<file path="config.mk">
export PLATFORM = sky130hd
export DESIGN_NAME = i2ct_target
export DESIGN_NICKNAME = d
export VERILOG_FILES = /design/src/include/i2ct_pkg.sv /design/src/logic/i2ct_target.sv
export SDC_FILE = /design/constraint.sdc
export NUM_CORES = 1
export LEC_CHECK = 0
export BUFFER_PORTS_ARGS = -buffer_cell sky130_fd_sc_hd__buf_2
export CORE_ASPECT_RATIO = 0.9
export CORE_MARGIN = 3
export CORE_UTILIZATION = 40
export DETAILED_ROUTE_END_ITERATION = 8
export PLACE_DENSITY = 0.64
export SLEW_MARGIN = 15
export SYNTH_ARGS = -nofsm -noshare
export SYNTH_HDL_FRONTEND = slang
export SYNTH_SLANG_ARGS = --single-unit
</file>
<file path="constraint.sdc">
create_clock -name pclk -period 4.3 [get_ports pclk]
set_input_delay 0.215 -clock pclk [delete_from_list [all_inputs] [get_ports pclk]]
set_output_delay 0.215 -clock pclk [all_outputs]
set_load 0.05 [all_outputs]
</file>
<file path="src/include/i2ct_pkg.sv">
/*
 * i2ct_pkg: register map, field positions, reset values and shared types
 * for the I2C target data/interrupt block.
 * Assumes a 32-bit APB register bus with word-aligned byte addresses.
 */
package i2ct_pkg;

    localparam int APB_AW = 8;
    localparam int APB_DW = 32;

    // register byte offsets
    localparam logic [APB_AW-1:0] OFS_CTRL_STATUS = 8'h04;
    localparam logic [APB_AW-1:0] OFS_DATA_BYTE = 8'h08;
    localparam logic [APB_AW-1:0] OFS_IRQ_MASK = 8'h0C;
    localparam logic [APB_AW-1:0] OFS_IRQ_RAW = 8'h10;
    localparam logic [APB_AW-1:0] OFS_IRQ_MASKED = 8'h14;
    localparam logic [APB_AW-1:0] OFS_IRQ_CLEAR = 8'h18;

    // field positions
    localparam int BIT_RECEIVE_PENDING = 0;
    localparam int BIT_TRANSMIT_PENDING = 1;
    localparam int BIT_TARGET_ENABLE = 0;
    localparam int BIT_DATA_IRQ = 0;
    localparam int DATA_MSB = 7;

    // reset values
    localparam logic [7:0] RST_DATA_BYTE = 8'h00;
    localparam logic RST_IRQ_ENABLE = 1'b0;
    localparam logic RST_TARGET_ENABLE = 1'b0;

    // default own address; value is arbitrary
    localparam logic [6:0] DEF_OWN_ADDR = 7'h3A;
    localparam logic [6:0] MIN_OWN_ADDR = 7'h08;
    localparam logic [6:0] MAX_OWN_ADDR = 7'h77;

    localparam logic [3:0] BITS_PER_BYTE = 4'h8;

    // synchronised bus line levels
    typedef struct packed {
        logic scl;
        logic sda;
    } i2ct_lines_t;

    typedef enum logic [2:0] {
        ST_IDLE,
        ST_ADDR,
        ST_ADDR_ACK,
        ST_RX,
        ST_RX_ACK,
        ST_TX,
        ST_TX_ACK
    } i2ct_state_t;

endpackage

</file>
<file path="src/logic/i2ct_target.sv">
/*
 * i2ct_target: I2C target with a shared transfer byte register, a data
 * interrupt with raw/masked status and clock stretching, behind an APB slave.
 * Assumes scl/sda arrive asynchronously and are resolved open-drain outside;
 * oe high pulls the line low.
 */
// Notes on behaviour
// - one data register: source of sent byte, destination of received byte
// - byte in bits 7:0, read/write, resets zero; upper bits read zero
// - one mask bit governs the shared received/requested data interrupt
// - mask one: pending raw data interrupt drives the interrupt output
// - mask zero by reset: interrupt blocked, raw status still recorded
// - while received byte unread, hold scl low until software reads it
// - raw bit set on receive or request; masked equals raw and mask
`timescale 1ns/1ns
module i2ct_target
    import i2ct_pkg::*;
#(
    parameter logic [6:0] OWN_ADDR = DEF_OWN_ADDR
)
(
    input wire logic pclk, // system clock
    input wire logic presetn, // async reset, active low
    input wire logic psel, // apb select
    input wire logic penable, // apb access phase
    input wire logic pwrite, // apb direction
    input wire logic [APB_AW-1:0] paddr, // apb byte address
    input wire logic [APB_DW-1:0] pwdata, // apb write data
    output logic [APB_DW-1:0] prdata, // apb read data
    output logic pready, // apb ready
    output logic pslverr, // apb error on unmapped address
    input wire logic scl_in, // bus clock level
    output logic scl_out, // bus clock drive value
    output logic scl_oe, // pull bus clock low
    input wire logic sda_in, // bus data level
    output logic sda_out, // bus data drive value
    output logic sda_oe, // pull bus data low
    output logic irq // data interrupt, level
);

    if (OWN_ADDR < MIN_OWN_ADDR || OWN_ADDR > MAX_OWN_ADDR)
    begin : g_bad_addr
        $error("own address outside the usable range");
    end

    // apb decode
    logic pready_q;
    wire logic access = psel && penable;
    wire logic fire = access && pready_q;
    wire logic wr_fire = fire && pwrite;
    wire logic rd_fire = fire && !pwrite;
    wire logic sel_ctrl = (paddr == OFS_CTRL_STATUS);
    wire logic sel_data = (paddr == OFS_DATA_BYTE);
    wire logic sel_mask = (paddr == OFS_IRQ_MASK);
    wire logic sel_raw = (paddr == OFS_IRQ_RAW);
    wire logic sel_masked = (paddr == OFS_IRQ_MASKED);
    wire logic sel_clear = (paddr == OFS_IRQ_CLEAR);
    wire logic mapped = sel_ctrl || sel_data || sel_mask || sel_raw
        || sel_masked || sel_clear;

    logic [APB_DW-1:0] prdata_q;
    logic [7:0] data_q;
    logic irq_en_q;
    logic irq_raw_q;
    logic enable_q;
    logic rx_pend_q;
    logic tx_pend_q;
    logic irq_q;
    // line synchronisers
    i2ct_lines_t sync1_q;
    i2ct_lines_t sync2_q;
    i2ct_lines_t prev_q;
    // protocol engine
    i2ct_state_t state_q;
    logic [7:0] shift_q;
    logic [3:0] cnt_q;
    logic rw_q;
    logic ack_ok_q;
    logic scl_oe_q;
    logic sda_oe_q;
    wire logic scl_rise = sync2_q.scl && !prev_q.scl;
    wire logic scl_fall = !sync2_q.scl && prev_q.scl;
    wire logic start_cond = prev_q.scl && sync2_q.scl && prev_q.sda && !sync2_q.sda;
    wire logic stop_cond = prev_q.scl && sync2_q.scl && !prev_q.sda && sync2_q.sda;
    wire logic byte_done = (cnt_q == BITS_PER_BYTE);
    wire logic addr_hit = (shift_q[7:1] == OWN_ADDR);
    // engine events
    wire logic rx_capture = (state_q == ST_RX) && scl_fall && byte_done;
    wire logic tx_request = ((state_q == ST_ADDR_ACK) && scl_fall && rw_q)
        || ((state_q == ST_TX_ACK) && scl_fall && ack_ok_q);
    wire logic data_event = rx_capture || tx_request;
    wire logic tx_load = wr_fire && sel_data && tx_pend_q && (state_q == ST_TX);
    // stretch while a byte waits on software
    wire logic stretch = ((state_q == ST_RX_ACK) && rx_pend_q)
        || ((state_q == ST_TX) && tx_pend_q);
    wire logic irq_masked = irq_raw_q && irq_en_q;
    // read mux; reserved bits stay zero
    logic [APB_DW-1:0] rd_mux;
    always_comb
    begin
        rd_mux = '0;
        if (sel_data)
            rd_mux[DATA_MSB:0] = data_q;
        rd_mux[BIT_RECEIVE_PENDING] |= sel_ctrl && rx_pend_q;
        rd_mux[BIT_TRANSMIT_PENDING] |= sel_ctrl && tx_pend_q;
        rd_mux[BIT_DATA_IRQ] |= (sel_mask && irq_en_q) || (sel_raw && irq_raw_q)
            || (sel_masked && irq_masked);
    end

    assign pready = pready_q;
    assign prdata = prdata_q;
    assign pslverr = pready_q && access && !mapped;
    assign scl_out = 1'b0;
    assign sda_out = 1'b0;
    assign scl_oe = scl_oe_q;
    assign sda_oe = sda_oe_q;
    assign irq = irq_q;

    // one wait state, then answer
    always_ff @(posedge pclk or negedge presetn)
    begin
        if (!presetn)
        begin
            pready_q <= 1'b0;
            prdata_q <= '0;
        end
        else
        begin
            pready_q <= access && !pready_q;
            if (access && !pready_q)
                prdata_q <= pwrite ? '0 : rd_mux;
        end
    end

    // software registers; only defined bits are stored
    always_ff @(posedge pclk or negedge presetn)
    begin
        if (!presetn)
        begin
            irq_en_q <= RST_IRQ_ENABLE;
            enable_q <= RST_TARGET_ENABLE;
        end
        else if (wr_fire)
        begin
            if (sel_mask)
                irq_en_q <= pwdata[BIT_DATA_IRQ];
            if (sel_ctrl)
                enable_q <= pwdata[BIT_TARGET_ENABLE];
        end
    end

    // shared byte: engine capture wins over a software write
    always_ff @(posedge pclk or negedge presetn)
    begin
        if (!presetn)
            data_q <= RST_DATA_BYTE;
        else if (rx_capture)
            data_q <= shift_q;
        else if (wr_fire && sel_data)
            data_q <= pwdata[DATA_MSB:0];
    end

    // raw data interrupt: set wins over clear
    always_ff @(posedge pclk or negedge presetn)
    begin
        if (!presetn)
        begin
            irq_raw_q <= 1'b0;
            irq_q <= 1'b0;
        end
        else
        begin
            if (data_event)
                irq_raw_q <= 1'b1;
            else if (wr_fire && sel_clear && pwdata[BIT_DATA_IRQ])
                irq_raw_q <= 1'b0;
            irq_q <= irq_masked;
        end
    end

    // pending flags: set wins over clear
    always_ff @(posedge pclk or negedge presetn)
    begin
        if (!presetn)
        begin
            rx_pend_q <= 1'b0;
            tx_pend_q <= 1'b0;
        end
        else if (!enable_q)
        begin
            rx_pend_q <= 1'b0;
            tx_pend_q <= 1'b0;
        end
        else
        begin
            if (rx_capture)
                rx_pend_q <= 1'b1;
            else if (rd_fire && sel_data)
                rx_pend_q <= 1'b0;
            if (tx_request)
                tx_pend_q <= 1'b1;
            else if (tx_load)
                tx_pend_q <= 1'b0;
        end
    end

    // two flops on each line before use
    always_ff @(posedge pclk or negedge presetn)
    begin
        if (!presetn)
        begin
            sync1_q <= '1;
            sync2_q <= '1;
            prev_q <= '1;
        end
        else
        begin
            sync1_q <= '{scl: scl_in, sda: sda_in};
            sync2_q <= sync1_q;
            prev_q <= sync2_q;
        end
    end

    // protocol engine
    always_ff @(posedge pclk or negedge presetn)
    begin
        if (!presetn)
        begin
            state_q <= ST_IDLE;
            shift_q <= '0;
            cnt_q <= '0;
            rw_q <= 1'b0;
            ack_ok_q <= 1'b0;
            scl_oe_q <= 1'b0;
            sda_oe_q <= 1'b0;
        end
        else if (!enable_q || stop_cond)
        begin
            state_q <= ST_IDLE;
            scl_oe_q <= 1'b0;
            sda_oe_q <= 1'b0;
        end
        else if (start_cond)
        begin
            state_q <= ST_ADDR;
            cnt_q <= '0;
            scl_oe_q <= 1'b0;
            sda_oe_q <= 1'b0;
        end
        else
        begin
            scl_oe_q <= stretch;
            unique case (state_q)
                ST_IDLE:
                    sda_oe_q <= 1'b0;
                ST_ADDR, ST_RX:
                begin
                    if (scl_rise)
                    begin
                        shift_q <= {shift_q[6:0], sync2_q.sda};
                        cnt_q <= cnt_q + 4'h1;
                    end
                    else if (scl_fall && byte_done)
                    begin
                        cnt_q <= '0;
                        if (state_q == ST_RX)
                        begin
                            sda_oe_q <= 1'b1;
                            state_q <= ST_RX_ACK;
                        end
                        else if (addr_hit)
                        begin
                            rw_q <= shift_q[0];
                            sda_oe_q <= 1'b1;
                            state_q <= ST_ADDR_ACK;
                        end
                        else
                            state_q <= ST_IDLE;
                    end
                end
                ST_ADDR_ACK:
                begin
                    if (scl_fall)
                    begin
                        sda_oe_q <= 1'b0;
                        cnt_q <= '0;
                        state_q <= rw_q ? ST_TX : ST_RX;
                    end
                end
                ST_RX_ACK:
                begin
                    if (scl_fall)
                    begin
                        sda_oe_q <= 1'b0;
                        state_q <= ST_RX;
                    end
                end
                ST_TX:
                begin
                    if (tx_load)
                    begin
                        shift_q <= pwdata[DATA_MSB:0];
                        sda_oe_q <= !pwdata[DATA_MSB];
                    end
                    else if (scl_fall && !tx_pend_q)
                    begin
                        if (cnt_q == BITS_PER_BYTE - 4'h1)
                        begin
                            sda_oe_q <= 1'b0;
                            state_q <= ST_TX_ACK;
                        end
                        else
                        begin
                            shift_q <= {shift_q[6:0], 1'b0};
                            sda_oe_q <= !shift_q[6];
                            cnt_q <= cnt_q + 4'h1;
                        end
                    end
                end
                ST_TX_ACK:
                begin
                    if (scl_rise)
                        ack_ok_q <= !sync2_q.sda;
                    else if (scl_fall)
                    begin
                        cnt_q <= '0;
                        state_q <= ack_ok_q ? ST_TX : ST_IDLE;
                    end
                end
            endcase
        end
    end

endmodule

</file>
# ---- Yosys cells after proc, flatten, opt, wreduce, memory -nomap -nowiden
# Index checks and enable logic that the tools add are counted.
dict set report word_totals {
  ff_bits 72
  in_bits 47
  wordCells 196
  output_inout_bits 39
}
dict set report classes {
  muxes 55
  add_sub_neg 1
  n_reduce_logical 74
  n_bitwise 7
  n_eq_ne 37
}
# op count
set ops {}
lappend ops {{8-bit 2-to-1 mux} 8}
lappend ops {{3-bit 2-to-1 mux} 14}
lappend ops {{1-bit logical AND} 35}
lappend ops {{4-bit 2-to-1 mux} 8}
lappend ops {{8-bit by 5-bit == test with 1-bit output (second input constant)} 3}
lappend ops {{1-bit 2-to-1 mux} 20}
lappend ops {{4-bit by 3-bit inequality test with 1-bit output (second input constant)} 5}
lappend ops {{8-bit by 4-bit == test with 1-bit output (second input constant)} 2}
lappend ops {{4-bit case mux with 4 select lines} 1}
lappend ops {{8-bit case mux with 2 select lines} 1}
lappend ops {{3-bit case mux with 5 select lines} 1}
lappend ops {{7-bit AND reduction} 2}
lappend ops {{3-bit inequality test (second input constant)} 4}
lappend ops {{4-bit inequality test (second input constant)} 3}
lappend ops {{6-bit AND reduction} 2}
lappend ops {{1-bit logical NOT} 11}
lappend ops {{1-bit logical OR} 11}
lappend ops {{10-bit AND reduction} 1}
lappend ops {{3-bit == test (second input constant)} 3}
lappend ops {{8-bit by 3-bit == test with 1-bit output (second input constant)} 1}
lappend ops {{4-bit by 2-bit inequality test with 1-bit output (second input constant)} 2}
lappend ops {{7-bit by 6-bit == test with 1-bit output (second input constant)} 1}
lappend ops {{7-bit nonzero test} 1}
lappend ops {{3-bit by 2-bit == test with 1-bit output (second input constant)} 2}
lappend ops {{other kinds (21)} 32}

# ---- Depth between registers and ports, before layout
# Gate-level depths: netlist of the first run.
dict set report depth {
  word_depth 10
  depth_mapped 9
  depth_no_buf 8
}

# ---- Least setup slack after synthesis of the first run
# No wires, ideal clock.
dict set report synth_timing {
  path_type {register to register}
  from {reg pready_q, in the netlist pready}
  to {reg shift_q[6]}
  n_path_buf 2
  stages_incl_launch_ff 9
  slack_ps 2224
  setup_ps 73
  period_less_slack_ps 2076
  required_time_ps 4227
  arrival_ps 2003
  path_cell_list {dfrtp_1 -> and4_1 -> nand3_2 -> buf_6 -> o21a_1 -> nor3_4 -> buf_6 -> nor2_1 -> a21oi_2}
}
dict set report synth_via {
  elab_chain_len 7
  elab_cells_between_ends 10
  cone_classes {2 x eq/ne; 2 x mux; 6 x reduce/logical}
}
# item line_no
set synth_rtl {}
lappend synth_rtl {{start, declared} i2ct_target.sv:47} ;# logic pready_q;
lappend synth_rtl {{start signal, assigned} i2ct_target.sv:129} ;# pready_q <= access && !pready_q;
lappend synth_rtl {{1-bit logical AND (*)} i2ct_target.sv:49} ;# wire logic fire = access && pready_q;
lappend synth_rtl {{1-bit logical AND (*)} i2ct_target.sv:50} ;# wire logic wr_fire = fire && pwrite;
lappend synth_rtl {{1-bit logical AND (*) (3 in a row)} i2ct_target.sv:92} ;# wire logic tx_load = wr_fire && sel_data && tx_pend_q && (state_q == ST_TX);
lappend synth_rtl {{3-bit inequality test (no source line), or another cell as far along} -}
lappend synth_rtl {{6-bit AND reduction (no source line) or 8-bit case mux with 2 select lines (tied branches)} -}
lappend synth_rtl {{end signal, assigned} i2ct_target.sv:260} ;# shift_q <= {shift_q[6:0], sync2_q.sda};
lappend synth_rtl {{end signal, assigned} i2ct_target.sv:302} ;# shift_q <= pwdata[DATA_MSB:0];
lappend synth_rtl {{end signal, assigned} i2ct_target.sv:314} ;# shift_q <= {shift_q[6:0], 1'b0};
lappend synth_rtl {{end, declared} i2ct_target.sv:75} ;# logic [7:0] shift_q;
# Mark *: on every way between the ends. The rest lies on a longest branch, timed or not.
# A chain may end at the register's enable or synchronous reset.

# ---- Worst setup path in the final report of the first run
dict set report layout_timing {
  from {reg sync2_q[0] (netlist bit)}
  to {reg state_q[1]}
}
dict set report layout_via {
  elab_chain_len 4
  elab_cells_between_ends 17
  cone_classes {9 x eq/ne; 2 x mux; 6 x reduce/logical}
}
# item line_no
set layout_rtl {}
lappend layout_rtl {{start, declared} i2ct_target.sv:71} ;# i2ct_lines_t sync2_q;
lappend layout_rtl {{start signal, assigned} i2ct_target.sv:219} ;# sync2_q <= sync1_q;
lappend layout_rtl {{1-bit logical NOT or 1-bit logical AND (tied branches)} {i2ct_target.sv:83, i2ct_target.sv:84}}
lappend layout_rtl {{1-bit logical AND or 1-bit logical OR (tied branches)} {i2ct_target.sv:83, i2ct_target.sv:237}}
lappend layout_rtl {{4-bit by 2-bit inequality test with 1-bit output (no source line), or another cell as far along} -}
lappend layout_rtl {{10-bit AND reduction (no source line) or 3-bit 2-to-1 mux (tied branches)} -}
lappend layout_rtl {{end signal, assigned} i2ct_target.sv:287} ;# state_q <= rw_q ? ST_TX : ST_RX;
lappend layout_rtl {{end signal, assigned} i2ct_target.sv:327} ;# state_q <= ack_ok_q ? ST_TX : ST_IDLE;
lappend layout_rtl {{end, declared} i2ct_target.sv:74} ;# i2ct_state_t state_q;
# Parallel ways exist; a longest one is shown, timed or not.

==> results of run 1 <==
## worst min path at each step
stage,to,slack [ps],depth (start not counted)
after detailed placement,sync1_q[0]$_DFF_PN1_,320,1
final,prdata[0]$_DFFE_PN0P_,160,2
after global placement,sync1_q[1]$_DFF_PN1_,320,1
after CTS,state_q[1]$_DFFE_PN0P_,140,1
after floorplan,ack_ok_q$_DFFE_PN0P_,-80,0
after global routing,prdata[0]$_DFFE_PN0P_,170,2
## through the flow
| stage | hold WS, ps | setup slack [ps] |
|---|---|---|
| final | 161.9 | 1852 |
| after global routing | 170.8 | 1772 |
| after CTS | 144.0 | 1878 |
| after detailed placement | 321.2 | 1924 |
| after global placement | 322.1 | 1965 |
| after floorplan | -80.59 | 2224 |
## layout by cell type (no fill, tap or decap), types with 4 or more instances in the layout
master	netlist	routed
nand2_1	42	42
dfrtp_1	42	42
buf_2	1	34
conb_1	1	26
nor2_1	21	21
o21ai_0	21	21
mux2i_1	19	19
nand3_1	14	14
a21oi_1	12	12
mux2_2	7	7
inv_1	6	6
dfstp_2	6	6
clkbuf_8	0	5
nor4_1	5	4
o31ai_1	4	4
nand2b_1	4	4
## metal layers
| metal | global-route usage | wire [um] | up-vias |
|---|---|---|---|
| li1 | - | - | 1073 |
| met1 | 0.2240 | 2833 | 1049 |
| met2 | 0.2273 | 2536 | 78 |
| met3 | 0.03158 | 424 | 4 |
| met4 | 0.04456 | 45 | 0 |
| met5 | 0 | 0 | - |
## power by group through the flow
stage	clock network, mW	registers, mW	logic [mW]
finish	0.333	0.462	0.104
global placement	0	0.470	0.101
floorplan	0	0.472	0.0865
detailed placement	0	0.470	0.101
CTS	0.343	0.462	0.103
global route	0.363	0.463	0.112
## synth_stat cells, types with 2 or more instances
cell,number,share of area
a21boi_0,2,0.0053
a21oi_1,12,0.021
a21oi_2,2,0.0062
a22oi_1,2,0.0053
a31oi_1,2,0.0044
and2_1,3,0.0066
and3_1,3,0.0066
buf_4,27,0.071
buf_6,3,0.012
clkbuf_1,5,0.0066
dfrtp_1,42,0.37
dfstp_2,6,0.055
ha_1,2,0.0088
inv_1,6,0.0079
mux2_2,7,0.028
mux2i_1,19,0.067
nand2_1,42,0.055
nand2b_1,4,0.0088
nand3_1,14,0.025
nand4_1,2,0.0044
nand4b_1,2,0.0062
nor2_1,21,0.028
nor2b_1,2,0.0044
nor3_1,3,0.0053
nor3_4,2,0.011
nor4_1,5,0.011
o21a_1,2,0.0053
o21ai_0,21,0.037
o31ai_1,4,0.011
## final cells by class
class | count | area, um2 | share of cell area
multi-input combinational | 233 | 1445 | 0.4626
sequential | 48 | 1209 | 0.3869
timing repair buffer | 39 | 215.2 | 0.06888
tap | 90 | 112.6 | 0.03604
clock buffer | 5 | 68.82 | 0.02203
clock inverter | 3 | 47.55 | 0.01522
inverter | 7 | 26.28 | 0.008410
## critical path, delay by kind of cell (launching register included)
kind / cells / cell delay (ps)
and+or+nand+nor: 2 / 430
AOI/OAI and AO/OA: 2 / 930
DFF: 1 / 590
muxes: 1 / 390
## state kept, by name (all words and copies together), names as in the netlist, 2 cells and up
| name | cells |
|---|---|
| cnt_q | 4 |
| data_q | 8 |
| prdata | 8 |
| prev_q | 2 |
| shift_q | 8 |
| state_q | 3 |
| sync1_q | 2 |
| sync2_q | 2 |
## cell families after synthesis
kind of cell,Yosys count,share of synthesized area
DFF,48,0.4248
buffers and inverters,44,0.1025
other,1,0.001318
adders and majority gates,2,0.008794
AOI/OAI and AO/OA,59,0.1341
muxes,26,0.09455
and+or+nand+nor,120,0.2340
==> metrics.txt, run 1 <==
drt total wl=5839 um; Slowest cell on crit path=dfstp_2; Tightest Pin Transition=605.4 ps; Post-synth top flop=dfrtp_1; clk buf depth=2; Max IR drop VDD=0.0001402 V; residual DRC count=0; total number of vias=approximately 2200; DP HPWL=4140 um; register share of total power=0.514; setup TNS=0 ps; register area share after synthesis=0.4248; Post-Syn Area=0.002845 mm2; CP Launch Point=sync2_q[0]$_DFF_PN1_; crit path DAT=2640 ps; Clk pin slew, worst setup/hold paths=90 ps; register bit total from synthesis=48; Layout fillers=around 660; vias per cell=a little over 5; critical path type=reg -> reg; first-pass detailed-route iteration total=4; die footprint=0.008162 mm2; DIE WIDTH=94.90 um; Post-CTS Setup Bufs=0; H-tree Lvls=2; hold_buf cts=2; Period Utilization, post-route=0.5692; Sw Share=0.2740; first-pass GRT wire length=9929 um; f_max=408.5 MHz; final slew viol count=0; Startpoint Class=flip-flop; design internal power=651.8 uW; worst clock skew=5.296 ps; Root Driver=clkbuf_8; FFs w/ async S/R, synth=1.000; number of port buffers=35; Cell Count, Final, Fillers Out=425; RSZ-0062 raised after global routing=no; Final Critical Period=2448 ps; IO Pins=86; area delta synth->final=9.807%; Rows=28; clock sink count=48; Finish-stage setup viols=0; total congestion overflow=0; reg2reg start=sync2_q[0]$_DFF_PN1_; DR iter-0 viols=102; Final Wtd Congestion=0.9372; overall routing resource usage=0.1528; Core Region=around 0.0067 mm2; dpl cell area=0.002975 mm2; worst-case reg-to-reg path depth=5; Core Util, Final=0.4645; WP data required=4490 ps; total power=897.8 uW; share of layout cells above drive strength 1=0.2149; NetSw=246.0 uW; Worst R2R End=state_q[1]$_DFFE_PN0P_; clock latency on the worst-skew pair=300 ps; CTS tree=done; antenna violations before repair=0; WL/cell=13.74 um; CP Cell Sequence=or2b_1 > o211ai_2 > nor4_1 > a211oi_2 > mux2_2; status=completed; ANT nets after route=0; Hold/Removal Path Class=in -> reg; synth unique cells=62; Post-Syn Area per Cell=9.484 um2; Placed Cells=roughly 410; vias in the first global route=2048; largest net degree at the start of global routing=49; Gate power share=0.115; number of flops mapped to enable cells by yosys=0; Setup crit end=state_q[1]$_DFFE_PN0P_; final non-filler cell area=0.003124 mm2; CP endpoint kind=flip-flop; pwr/cell area=287.4 mW/mm2; Initial Util=0.4230; worst relative slew slack=0.5964; CP max FO=10; HP Start=pwrite; Clock Power Share=0.370; Syn. warnings=0; final hold vios=0; Post-CTS Resized=0; Mapped Cells=300; Max stage delay on crit path=590 ps; Max Cap Viol=0; r2r setup slk=roughly 1900 ps; # nets final=383; clock buffer count from CTS=5; antenna diode count=0; chip height=around 86 um; static leakage=1.408 nW
Note: power is estimated with default switching activity, not from simulation.
==> run 2, diff against run 1 <==
ABC_AREA = 1   (was default)
PLACE_DENSITY = 0.66   (was 0.64)
clock period = 2.2 ns   (was 4.3 ns; I/O delays follow)
==> metrics.txt, run 2 <==
Post-CTS Resized=0 (unchanged); final non-filler cell area=0.003172 mm2 (+1.5%); Rows=28 (unchanged); pwr/cell area=676.5 mW/mm2 (+140%); WL/cell=11.51 um (-16%); total number of vias=2398 (+8.8%); antenna diode count=0 (unchanged); clock sink count=48 (unchanged); Clk pin slew, worst setup/hold paths=90 ps (about the same); CTS tree=done; static leakage=1.624 nW (+15%); vias per cell=4.665 (-10%); Max IR drop VDD=0.0004232 V (+200%); crit-path leading delay family=simple AND/OR/NAND/NOR gates; Startpoint Class=flip-flop; vias in the first global route=2314 (+13%); number of port buffers=35 (unchanged); total congestion overflow=0 (unchanged); critical path type=reg -> reg; CP bufs+invs=1 (+1); worst clock skew=4.330 ps (-0.9666 ps); Post-Syn Area=0.002849 mm2 (+0.13%); dominant cell type by area after synthesis=dfrtp_1; DP HPWL=4614 um (+11%); worst relative slew slack=0.4263 (-0.1701); Mapped Cells=380 (+27%); # nets final=472 (+23%); final worst hold slack=37.72 ps (-124.1 ps); setup TNS=0 ps (unchanged); CP endpoint kind=flip-flop; Slowest cell on crit path=dfrtp_1; Initial Util=0.4235 (+0.0005579); Max stage delay on crit path=410 ps (-180 ps); Finish-stage setup viols=0 (unchanged); clk buf depth=2 (unchanged); clock latency on the worst-skew pair=300 ps (about the same); Root Driver=clkbuf_8; Post-synth top cells=nand2_1 (89), nor2_1 (50), inv_1 (43); final slew viol count=0 (unchanged); IO Pins=86 (unchanged); Syn. warnings=0 (unchanged); CP most frequent cell=nand3_1; crit path DAT=2030 ps (-610 ps); DIE WIDTH=94.96 um (about the same); Max Cap Viol=0 (unchanged); CP Cell Sequence=inv_2 > nand3_1 > nor2_1 > nand3_1 > or2_2 > o21ai_0 > o21ai_1; f_max=539.3 MHz (+32%); share of layout cells above drive strength 1=0.1840 (-0.03096); commonest cells after routing, fill and taps aside=nand2_1 (89), nor2_1 (50), inv_1 (43); FFs w/ async S/R, synth=1.000 (unchanged); clock buffer count from CTS=5 (unchanged); dpl cell area=0.003030 mm2 (+1.9%); register bit total from synthesis=48 (unchanged); overall routing resource usage=0.1560 (+0.003263); die footprint=0.008173 mm2 (+0.13%); Hold/Removal Path Class=in -> reg; Final Wtd Congestion=0.9117 (-2.7%); HP Start=penable; most common cell after layout, fill and taps aside=nand2_1; largest net degree at the start of global routing=41 (-16%); register area share after synthesis=0.4242 (-0.0005597); area delta synth->final=11.33%; reg2reg start=state_q[1]$_DFFE_PN0P_; drt total wl=5918 um (+1.4%); number of flops mapped to enable cells by yosys=0 (unchanged); first-pass detailed-route iteration total=4 (unchanged); antenna violations before repair=0 (unchanged); WP data required=2380 ps (-2110 ps); most common cell in the netlist=nand2_1; top cells by area, synth=dfrtp_1 (37%), nand2_1 (12%), buf_4 (6.9%); Layout fillers=684 (+4.1%); Final Critical Period=1854 ps (-593.3 ps); CP max FO=11 (+1); chip height=86.07 um (about the same); status=completed; residual DRC count=0 (unchanged); Post-Syn Area per Cell=7.497 um2 (-21%); H-tree Lvls=2 (unchanged); first-pass GRT wire length=10210 um (+2.8%); DR iter-0 viols=130 (+27%); ANT nets after route=0 (unchanged); final hold vios=0 (unchanged); Post-synth top flop=dfrtp_1; Core Region=0.006726 mm2 (unchanged); CP Launch Point=state_q[1]$_DFFE_PN0P_; synth unique cells=35 (-44%); Tightest Pin Transition=860.6 ps (+255.2 ps); Synth top area share=0.3689 (-0.0004867); RSZ-0062 raised after global routing=no; Period Utilization, post-route=0.8429 (+0.2737)
-- run 2: changes by cell type after synthesis, sizes merged, moves of 7 or more --
cell and delta:
inv +41, mux2 -7, mux2i -19, nand2 +52, nand3 +9, nor2 +36
o21ai +18
-- run 2: cell type report --
| cell class | count | area (um2) | share of cell area |
|---|---|---|---|
| timing repair buffer | 41 | 227.7 | 0.07179 |
| clock buffer | 5 | 68.82 | 0.02170 |
| sequential | 48 | 1209 | 0.3811 |
| multi-input combinational | 279 | 1331 | 0.4197 |
| clock inverter | 3 | 42.54 | 0.01341 |
| inverter | 48 | 180.2 | 0.05680 |
| tap | 90 | 112.6 | 0.03550 |
-- run 2: routing by layer --
layer	up-vias	GRT usage	wire length (um)	share of wire
li1	1248	-	-	-
met1	1080	0.2171	2931	0.50
met2	62	0.2465	2596	0.44
met3	8	0.03772	311	0.053
met4	0	0.03539	78	0.013
met5	-	0	0	0
-- run 2: path summary, 6_finish.rpt --
kind,endpoint,slack [ps],cells past startpoint
setup / recovery,shift_q[3]$_DFFE_PN0P_,350,7
hold / removal,pready$_DFF_PN0_,40,3
min in group asynchronous,state_q[0]$_DFFE_PN0P_,450,2
setup reg to reg,shift_q[3]$_DFFE_PN0P_,350,7
max in group asynchronous,prdata[1]$_DFFE_PN0P_,1080,3
hold reg to reg,sync2_q[0]$_DFF_PN1_,360,0
-- run 2: kinds of logic (layout without fill, tap and decap cells) --
logic type | after synthesis | after routing | share of synthesized area
compound gates | 57 | 57 | 0.1076
flops | 48 | 48 | 0.4242
fa+ha+maj | 2 | 2 | 0.008782
xor+xnor | 2 | 2 | 0.006150
simple gates | 192 | 192 | 0.3087
buf+inv | 78 | 97 | 0.1432
other cells | 1 | 26 | 0.001316
-- run 2: timing repair --
| action | CTS | global route |
|---|---|---|
| endpoints found under the hold margin | 35 | 0 |
| hold buffers | 3 | 0 |
| setup buffers | 0 | 0 |
-- run 2: report_power, final --
group	leakage, nW	internal [mW]	switching, mW
Combinational	0.981	0.134	0.314
Clock	0.0541	0.336	0.292
Sequential	0.590	0.979	0.0902
-- run 2: stage by stage --
step | worst slack [ps] | utilization | power (mW) | std cells
after floorplan | 393.3 | - | 1.450 | 405
after global placement | 397.8 | 0.4505 | 1.519 | 503
after detailed placement | 374.4 | 0.4505 | 1.529 | 503
after CTS | 353.5 | 0.4715 | 2.166 | 514
after global routing | 174.7 | 0.4715 | 2.288 | 514
final | 345.6 | 0.4715 | 2.146 | 514
-- run 2: worst min-delay path, cell delays in order --
cell	delay [ps]
buf_2	100
nand2_1	50
nor2_1	40
